`src/hw/viu_defs.svh`:
```
`ifndef VIU_DEFS_SVH
`define VIU_DEFS_SVH
`define VIU_PAGE_ONE_BASE 13'h0080
`define VIU_VEC_EXT 13'h0000
`define VIU_VEC_T1 13'h0004
`define VIU_VEC_T2 13'h0006
`define VIU_VEC_T3 13'h0008
`define VIU_REG_A_RESET 4'h0
`define VIU_REG_B_RESET 4'h0
`define VIU_EXT_EN_POS 0
`define VIU_T1_EN_POS 2
`define VIU_T2_EN_POS 3
`define VIU_T3_EN_POS 0
`define VIU_LAT_SHORT 2
`define VIU_LAT_LONG 3
`endif

```
`src/hw/viu_pkg.sv`:
```
package viu_pkg;
   typedef logic [12:0] viu_addr_t;
   typedef logic [3:0] viu_nib_t;
   // Context held across one interrupt: pointer, carry, skip, A, B
   typedef logic [17:0] viu_ctx_t;
   typedef enum logic [3:0]
   {
      VIU_IDLE = 4'h1,
      VIU_WAIT = 4'h2,
      VIU_ENTER = 4'h4,
      VIU_SERVE = 4'h8
   } viu_state_t;
endpackage

```
`src/hw/viu_context_save.sv`:
```
`timescale 1ns/10ps
`include "viu_defs.svh"
module viu_context_save
(
   input wire logic clk,
   input wire logic rst_n,
   input wire logic save,
   input wire viu_pkg::viu_ctx_t ctx_in,
   output viu_pkg::viu_ctx_t ctx_out
);
   import viu_pkg::*;
   viu_ctx_t held;
   viu_ctx_t next_held;

   // Single-level copy taken on entry
   always_comb
   begin
      next_held = held;
      if (save)
         next_held = ctx_in;
   end

   always_ff @(posedge clk or negedge rst_n)
   begin
      if (!rst_n)
         held <= '0;
      else
         held <= next_held;
   end

   assign ctx_out = held;
endmodule

```
`src/hw/viu_core.sv`:
```
`timescale 1ns/10ps
`include "viu_defs.svh"
module viu_core
(
   input wire logic clk,
   input wire logic arst_n,
   input wire logic cycle_end,
   input wire logic instr_end,
   input wire logic multi_cycle,
   input wire logic enable_irq_instr,
   input wire logic disable_irq_instr,
   input wire logic irq_return_instr,
   input wire logic ext_edge,
   input wire logic [2:0] timer_underflow,
   input wire logic ext_edge_skip_test,
   input wire logic timer_one_skip_test,
   input wire logic timer_two_skip_test,
   input wire logic timer_three_skip_test,
   input wire logic reg_a_write,
   input wire logic reg_b_write,
   input wire viu_pkg::viu_nib_t reg_wdata,
   input wire viu_pkg::viu_addr_t return_addr,
   input wire viu_pkg::viu_ctx_t cpu_ctx,
   output viu_pkg::viu_nib_t irq_control_reg_a,
   output viu_pkg::viu_nib_t irq_control_reg_b,
   output logic global_irq_enable,
   output logic [3:0] request_flags,
   output logic skip_taken,
   output logic irq_take,
   output viu_pkg::viu_addr_t pc_load_value,
   output logic return_push,
   output viu_pkg::viu_addr_t return_stack_entry,
   output logic restore,
   output viu_pkg::viu_ctx_t restore_ctx
);
   import viu_pkg::*;

   logic rst_meta;
   logic rst_n;
   viu_state_t state;
   viu_state_t next_state;
   logic [3:0] flags;
   logic [3:0] next_flags;
   logic [3:0] enables;
   logic [3:0] pending;
   logic [3:0] grant;
   logic [3:0] served;
   logic [3:0] next_served;
   logic [3:0] skip_req;
   logic [3:0] skip_hit;
   logic [3:0] set_ev;
   logic [1:0] wait_cnt;
   logic [1:0] next_wait_cnt;
   logic ie;
   logic next_ie;
   logic enable_arm;
   logic next_enable_arm;
   viu_nib_t reg_a;
   viu_nib_t next_reg_a;
   viu_nib_t reg_b;
   viu_nib_t next_reg_b;
   viu_addr_t vec;
   viu_addr_t next_vec;
   viu_addr_t ret;
   viu_addr_t next_ret;
   logic skip_q;
   logic next_skip_q;

   // Reset release through two flops
   always_ff @(posedge clk or negedge arst_n)
   begin
      if (!arst_n)
      begin
         rst_meta <= 1'b0;
         rst_n <= 1'b0;
      end
      else
      begin
         rst_meta <= 1'b1;
         rst_n <= rst_meta;
      end
   end

   // Enable bits gathered from two control registers
   assign enables = {reg_b[`VIU_T3_EN_POS], reg_a[`VIU_T2_EN_POS],
                     reg_a[`VIU_T1_EN_POS], reg_a[`VIU_EXT_EN_POS]};
   assign set_ev = {timer_underflow, ext_edge};
   assign skip_req = {timer_three_skip_test, timer_two_skip_test,
                      timer_one_skip_test, ext_edge_skip_test};
   assign pending = flags & enables & {4{ie}};

   // Skip tests only valid for disabled sources with flag set
   genvar gi;
   generate
      for (gi = 0; gi < 4; gi++)
      begin : g_skip
         assign skip_hit[gi] = skip_req[gi] & ~enables[gi] & flags[gi];
      end
   endgenerate

   // Fixed priority pick, lowest index wins
   always_comb
   begin
      grant = 4'h0;
      if (pending[0])
         grant = 4'h1;
      else if (pending[1])
         grant = 4'h2;
      else if (pending[2])
         grant = 4'h4;
      else if (pending[3])
         grant = 4'h8;
   end

   // Request flags: set wins over clear
   always_comb
   begin
      next_flags = flags;
      if (state == VIU_ENTER)
         next_flags = next_flags & ~served;
      next_flags = next_flags & ~skip_hit;
      next_flags = next_flags | set_ev;
   end

   // Global enable with one-instruction delay on enable
   always_comb
   begin
      next_ie = ie;
      next_enable_arm = enable_arm;
      if (instr_end && enable_arm)
      begin
         next_ie = 1'b1;
         next_enable_arm = 1'b0;
      end
      if (enable_irq_instr)
         next_enable_arm = 1'b1;
      if (disable_irq_instr)
      begin
         next_ie = 1'b0;
         next_enable_arm = 1'b0;
      end
      // Entry drops a stale arm so only a fresh enable reopens
      if (state == VIU_ENTER)
      begin
         next_ie = 1'b0;
         next_enable_arm = 1'b0;
      end
   end

   // Control registers written from the accumulator
   always_comb
   begin
      next_reg_a = reg_a;
      next_reg_b = reg_b;
      if (reg_a_write)
         next_reg_a = reg_wdata;
      if (reg_b_write)
         next_reg_b = reg_wdata;
   end

   // Entry sequencer counting machine cycles
   always_comb
   begin
      next_state = state;
      next_wait_cnt = wait_cnt;
      next_served = served;
      next_vec = vec;
      next_ret = ret;
      next_skip_q = 1'b0;
      case (state)
         VIU_IDLE:
            if (cycle_end && |pending)
            begin
               next_state = VIU_WAIT;
               next_served = grant;
               next_wait_cnt = multi_cycle ? 2'(`VIU_LAT_LONG - 1) : 2'(`VIU_LAT_SHORT - 1);
            end
         VIU_WAIT:
            if (cycle_end)
            begin
               if (wait_cnt == 2'h1)
               begin
                  next_state = VIU_ENTER;
                  next_ret = return_addr;
                  case (served)
                     4'h1: next_vec = `VIU_PAGE_ONE_BASE + `VIU_VEC_EXT;
                     4'h2: next_vec = `VIU_PAGE_ONE_BASE + `VIU_VEC_T1;
                     4'h4: next_vec = `VIU_PAGE_ONE_BASE + `VIU_VEC_T2;
                     default: next_vec = `VIU_PAGE_ONE_BASE + `VIU_VEC_T3;
                  endcase
               end
               next_wait_cnt = wait_cnt - 2'h1;
            end
         VIU_ENTER:
            next_state = VIU_SERVE;
         VIU_SERVE:
            next_state = VIU_IDLE;
         default:
            next_state = VIU_IDLE;
      endcase
      if (|skip_hit)
         next_skip_q = 1'b1;
   end

   always_ff @(posedge clk or negedge rst_n)
   begin
      if (!rst_n)
      begin
         state <= VIU_IDLE;
         flags <= 4'h0;
         ie <= 1'b0;
         enable_arm <= 1'b0;
         reg_a <= `VIU_REG_A_RESET;
         reg_b <= `VIU_REG_B_RESET;
         served <= 4'h0;
         wait_cnt <= 2'h0;
         vec <= 13'h0000;
         ret <= 13'h0000;
         skip_q <= 1'b0;
      end
      else
      begin
         state <= next_state;
         flags <= next_flags;
         ie <= next_ie;
         enable_arm <= next_enable_arm;
         reg_a <= next_reg_a;
         reg_b <= next_reg_b;
         served <= next_served;
         wait_cnt <= next_wait_cnt;
         vec <= next_vec;
         ret <= next_ret;
         skip_q <= next_skip_q;
      end
   end

   // Context store and restore
   viu_context_save u_ctx
   (
      .clk(clk),
      .rst_n(rst_n),
      .save(state == VIU_ENTER),
      .ctx_in(cpu_ctx),
      .ctx_out(restore_ctx)
   );

   // Entry outputs: vector load and return push
   assign irq_take = (state == VIU_ENTER);
   assign return_push = (state == VIU_ENTER);
   assign pc_load_value = vec;
   assign return_stack_entry = ret;
   assign restore = irq_return_instr;
   assign skip_taken = skip_q;
   assign irq_control_reg_a = reg_a;
   assign irq_control_reg_b = reg_b;
   assign global_irq_enable = ie;
   assign request_flags = flags;

   a_global_clear: assert property (@(posedge clk) disable iff (!rst_n)
      irq_take |=> !global_irq_enable) else $error("enable not cleared on entry");
   a_served_clear: assert property (@(posedge clk) disable iff (!rst_n)
      irq_take && !(|(served & set_ev)) |=> !(|(request_flags & served)))
      else $error("served flag kept");
   a_flag_set: assert property (@(posedge clk) disable iff (!rst_n)
      ext_edge |=> request_flags[0]) else $error("edge flag not set");
   a_vector_range: assert property (@(posedge clk) disable iff (!rst_n)
      irq_take |-> pc_load_value >= 13'h0080 && pc_load_value <= 13'h00FF)
      else $error("vector out of page");
   a_take_gated: assert property (@(posedge clk) disable iff (!rst_n)
      $rose(state == VIU_WAIT) |-> $past(ie)) else $error("entry while disabled");
   a_enable_delay: assert property (@(posedge clk) disable iff (!rst_n)
      enable_irq_instr && !global_irq_enable && !instr_end |=> !global_irq_enable)
      else $error("enable too early");
   a_disable_instr: assert property (@(posedge clk) disable iff (!rst_n)
      disable_irq_instr |=> !global_irq_enable) else $error("disable ignored");
   a_skip_clear: assert property (@(posedge clk) disable iff (!rst_n)
      skip_hit[1] && !set_ev[1] |=> !request_flags[1]) else $error("skip kept flag");
endmodule

```
`config.mk`:
```
export PLATFORM = sky130hd
export DESIGN_NAME = viu_core
export DESIGN_NICKNAME = d
export VERILOG_FILES = /design/src/hw/viu_pkg.sv /design/src/hw/viu_context_save.sv /design/src/hw/viu_core.sv
export VERILOG_INCLUDE_DIRS = /design/src /design/src/hw
export SDC_FILE = /design/constraint.sdc
export NUM_CORES = 1
export LEC_CHECK = 0
export BUFFER_PORTS_ARGS = -buffer_cell sky130_fd_sc_hd__buf_2
export CORE_UTILIZATION = 51
export CTS_BUF_LIST = sky130_fd_sc_hd__clkbuf_16
export DETAILED_ROUTE_END_ITERATION = 8
export PLACE_DENSITY = 0.84
export RECOVER_POWER = 50
export SLEW_MARGIN = 20
export SYNTH_ARGS = -nofsm -noshare
export SYNTH_HDL_FRONTEND = slang
export SYNTH_HIERARCHICAL = 1
export SYNTH_SLANG_ARGS = --single-unit
```
`constraint.sdc`:
```
create_clock -name clk -period 3.5 [get_ports clk]
set_input_delay 0.175 -clock clk [delete_from_list [all_inputs] [get_ports clk]]
set_output_delay 0.175 -clock clk [all_outputs]
set_load 0.01 [all_outputs]
```
# [After elaboration in Yosys (flattened, before gate mapping)]
# Index checks and enable logic that the tools add are counted.
# Widths: inputs -> output; s select.
[word_totals] reg_bits=71 input_bits=53 output_inout_bits=61 word_cells=77
[classes] add_sub_neg=1 eq_ne=10 mux=22 bitwise=19 reduce_logical=11
[ops] op="$mux 4" n=8
[ops] op="$pmux 4 s3" n=2
[ops] op="$and 4x4->4" n=4
[ops] op="$reduce_and 3->1" n=3
[ops] op="$and 1x1->1" n=8
[ops] op="$eq 4x1->1 const B" n=2
[ops] op="$eq 4x2->1 const B" n=2
[ops] op="$eq 4x3->1 const B" n=2
[ops] op="$mux 1" n=8
[ops] op="$not 4->4" n=2
[ops] op="$reduce_or 4->1" n=2
[ops] op="$mux 2" n=3
[ops] op="$ne 2x2->1 const B" n=3
[ops] op="$not 1->1" n=4
[ops] op="$or 4x4->4" n=1
[ops] op="$pmux 2 s2" n=1
[ops] op="$reduce_bool 4->1" n=1
[ops] op="$reduce_bool 3->1" n=1
[ops] op="$eq 2x1->1 const B" n=1
[ops] op="$logic_and 1x1->1" n=2
[ops] op="$reduce_and 2->1" n=1
[ops] op="$reduce_bool 2->1" n=1
[ops] op="$sub 2x1->2 const B" n=1

# [Logic depth before layout (Yosys ltp)]
[depth] depth_word=6 mapped_depth=7 ltp_nobuf=6

# [Cells and area by module]
# The synthesis kept the hierarchy.
[modules_own_cells] module="viu_core" instances=1 cells_per_inst=186 area_per_inst_um2=2011.9 seq_area_each_um2=1102.3
[modules_own_cells] module="viu_context_save" instances=1 cells_per_inst=38 area_per_inst_um2=721.9 seq_area_each_um2=450.4

# [Least setup slack after synthesis]
# OpenSTA, ideal clock, no wires.
[synth_timing] path_type="reg-to-reg" from="register state[1]" to="register u_ctx.held[10] (netlist: u_ctx/ctx_out[10])" setup_time_ns=0.125 t_arrival_ns=1.653 required_ns=3.375 path_slack_ns=1.722 stages_incl_launch_ff=6 path_buffers=3 period_less_slack_ns=1.778 path_cell_list="dfrtp_1 > buf_4 > nor4b_4 > buf_6 > buf_12 > mux2_4"
[synth_via] elab_chain_cells=1
[synth_lines] element="from (decl)" line_no="viu_core.sv:40" source="viu_state_t state;"
[synth_lines] element="from (signal assigned)" line_no="viu_core.sv:223" source="state <= next_state;"
[synth_lines] element="$eq 4x3->1"
[synth_lines] element="named net irq_take" line_no="viu_core.sv:29" source="output logic irq_take,"
[synth_lines] element="to (signal assigned)" line_no="viu_context_save.sv:28" source="held <= next_held;"
[synth_lines] element="to (decl)" line_no="viu_context_save.sv:12" source="viu_ctx_t held;"
# The timed path passes the listed nets, and every way through them passes these cells.
# A chain may end at the register's enable or synchronous reset.

# [Final worst setup path]
[layout_timing] from="register state[1]" to="register vec[3] (netlist: pc_load_value[3])"
[layout_via] elab_chain_cells=2
[layout_lines] element="$eq 4x2->1" line_no="viu_core.sv:170" source="case (state)"
[layout_lines] element="$reduce_and 3->1 (no line)"
[layout_lines] element="to (signal assigned)" line_no="viu_core.sv:231" source="vec <= next_vec;"
[layout_lines] element="to (decl)" line_no="viu_core.sv:62" source="viu_addr_t vec;"
# Every way passes these cells.

==> impl_metrics.tcl <==
set metrics [dict create \
    min_period_ns 2.29 \
    coreArea_um2 5140 \
    clkTransAtPathRegs_ns 0.05 \
    yosys.area_share.xor_xnor 0.00961 \
    grt_remaining_overflow 0 \
    hold_violations 0 \
    synth_top_family_by_area "simple AND/OR/NAND/NOR gates" \
    seqCellArea_um2 1550 \
    cp.arrival_ns 2.54 \
    syn2layout_area_growth_pct 25.8 \
    p_per_area_nw_per_um2 501 \
    drc 0 \
    final_nets 385 \
    synthAdderAreaFrac 0.00458 \
    drt-initial-drc-count 74 \
    antenna_found_initial 0 \
    port_buffers 102 \
    hold_start "disable_irq_instr" \
    required_ns 3.75 \
    maxCapViolCount 1 \
    hpwl_um 3810 \
    holdWs_ns 0.0369 \
    cts_hold_buf 1 \
    hold_end "global_irq_enable" \
    grt_max_degree 46 \
    htree_levels 3 \
    setup_violations 0 \
    start_kind "flip-flop" \
    synth-compound-area-share 0.0581 \
    ys_seq_elements 62 \
    multi_input_area_um2 1010 \
    r2r-end "pc_load_value[3]" \
    die_area_um2 5660 \
    pin_count 114 \
    fillerInstances 428 \
    endpoint_kind "flip-flop" \
    yosys_warnings 6 \
    antenna_left 0 \
    clk_latency_ns 0.32 \
    synth.distinct_cells 33 \
    slowest_delay_ns 0.56 \
    rsz0062_at_grt "no" \
    critPathKind "flip-flop to flip-flop" \
    final_core_util 0.669 \
    worst_path_max_delay_cell "inv_1" \
    cts_buffers 9 \
    die_w_um 75.2 \
    cts-root-buf "clkbuf_16" \
    hp-class "input pin to flip-flop" \
    worst_ir_drop_vdd_mv 0.292 \
    diodes 0 \
    status "finished with violations" \
    drv_slew 46 \
    viasPerCell 4.89 \
    path_cells "nor4b_4, nand3_1, inv_1, o21ai_0, nand2_1" \
    initial_core_util 0.532 \
    drt_wl_total_um 5210 \
    min_period_over_period 0.654 \
    yosys.area_share.simple 0.148 \
    place_congestion 0.724 \
    syn_area_um2 2730 \
    grt_first_pass_wirelength_um 8290 \
    violations "max-capacitance violations, max-slew violations" \
    synthMuxAreaShare 0.137 \
    leakagePower_nw 1.76 \
    reg2reg_slack_ns 1.21 \
    cts_tree "built" \
    cts_resized 0 \
    tns_ns 0 \
    cts.path.max_buffers 2 \
    drt_first_pass_iters 4 \
    num_vias 1976 \
    hold_depth 2 \
    tightest_slew_ns 1.68 \
    fmax_ghz 0.437 \
    netlist_instances 224 \
    grt.total_usage 0.202 \
    ys_seq_area_frac 0.568 \
    layout-drive-gt1-share 0.317 \
    postCtsSetupBuffers 0 \
    syn_avg_cell_area_um2 12.2 \
    rr_worst_depth 5 \
    grt_pass1_vias 1931 \
    slew_headroom -0.121 \
    avgRoutedWirePerCell_um 12.9 \
    rows 26 \
    rr_startpoint "state[1]" \
    clock_skew_ns 0.00545 \
    cts_sinks 62 \
    die_h_um 75.2 \
    cp_max_fo 20 \
]
==> worst max path at each step <==
stage                        start               end  slack, ns  depth (start not counted)
final                     state[1]  pc_load_value[3]       1.21                          5
after global routing      state[1]  pc_load_value[3]       0.91                          5
after CTS                 state[1]  pc_load_value[3]       1.16                          5
after detailed placement  state[1]  pc_load_value[3]       1.18                          5
after global placement    state[1]  pc_load_value[3]       1.25                          5
after floorplan              rst_n        enable_arm       1.65                          0
==> cell usage in the layout, fill, tap and decap left out, drive strengths merged <==
master       synthesis  layout
nor2                 4       4
a32o                 2       2
a32oi                1       1
o21a                 1       1
or4b                 1       1
mux2                30      30
bufinv               0       1
nor4b                4       4
dfstp                1       1
dlygate4sd3          0       1
a41oi                1       1
o21ai                4       4
nor3b                2       2
a21oi                3       3
clkinv               0       2
nand2b               5       5
buf                 17      54
o31a                 1       1
clkbuf               0      59
o22a                 1       1
nor3                 3       3
ha                   1       1
dfrtp               61      61
xor2                 1       1
o221ai               1       1
xnor2                2       2
nand2               56      56
a31o                 4       4
o41ai                1       1
conb                 2      10
nand3                3       3
inv                 11      13
==> cell families (layout without fill, tap and decap cells) <==
kind of cell               after synthesis  count (layout)
and+or+nand+nor                         78              78
other                                    2              10
muxes                                   30              30
buffers and inverters                   28             130
AOI/OAI and AO/OA                       20              20
DFF                                     62              62
xor gates and xnor gates                 3               3
adders and majority gates                1               1
==> power by group <==
part / switching (W) / internal (W)
combinational: 0.0000691 / 0.0000691
sequential: 0.0000345 / 0.000750
clock: 0.000270 / 0.000531
==> per-stage QoR <==
stage               worst slack, ns  power, W  cells  area [µm²]
finish                         1.21   0.00172    404        3440
global route                  0.907   0.00179    404        3440
CTS                            1.16   0.00175    404        3500
detailed placement             1.18  0.000939    389        3220
global placement               1.25  0.000933    389        3220
floorplan                      1.65  0.000877    232        2760
==> sequential cells by signal, summed over array words and instances (netlist names) <==
name	flops
u_ctx/ctx_out	18
rst_meta	1
rst_n	1
pc_load_value	4
global_irq_enable	1
served	4
skip_taken	1
enable_arm	1
state	4
irq_control_reg_a	4
irq_control_reg_b	4
wait_cnt	2
request_flags	4
return_stack_entry	13
==> cell usage after synthesis <==
cell / number / area [µm²]
dfstp_2: 1 / 26.3
a31o_2: 4 / 35.0
dfrtp_1: 61 / 1530
nand2_1: 56 / 210
nor3_1: 3 / 15.0
ha_1: 1 / 12.5
o41ai_2: 1 / 16.3
a41oi_1: 1 / 8.76
o21ai_0: 4 / 20.0
o21a_1: 1 / 7.51
mux2_4: 10 / 150
xor2_1: 1 / 8.76
buf_4: 12 / 90.1
nand3_1: 2 / 10.0
nand2b_1: 5 / 31.3
o22a_1: 1 / 8.76
inv_1: 11 / 41.3
or4b_2: 1 / 10.0
o31a_2: 1 / 10.0
nor2_1: 4 / 15.0
nor4b_1: 1 / 8.76
mux2_2: 20 / 225
nand3_4: 1 / 17.5
a32oi_1: 1 / 8.76
conb_1: 2 / 7.51
xnor2_1: 2 / 17.5
o221ai_1: 1 / 8.76
buf_12: 1 / 20.0
a21oi_1: 3 / 15.0
nor4b_4: 3 / 71.3
a32o_1: 2 / 20.0
nor3b_1: 2 / 15.0
buf_6: 4 / 45.0
==> layout make-up <==
class / count / share of cell area
clock buffer: 9 / 0.0655
inverter: 11 / 0.0120
tap: 70 / 0.0255
timing repair buffer: 105 / 0.138
multi-input combinational: 142 / 0.295
sequential: 62 / 0.451
clock inverter: 5 / 0.0131
==> worst max-delay path: cells and delay by family, from the launching register on <==
kind | cells | cell delay [ns]
AO/OA/AOI/OAI | 1 | 0.16
flip-flops | 1 | 0.54
AND/OR/NAND/NOR | 3 | 0.96
buffers and inverters | 1 | 0.56
==> per-layer routing <==
| layer | GRT usage | wire length (µm) |
|---|---|---|
| met1 | 0.236 | 2360 |
| met2 | 0.330 | 2380 |
| met3 | 0.0562 | 353 |
| met4 | 0.128 | 114 |
| met5 | 0 | 0 |
(Power assumes the default switching activity.)
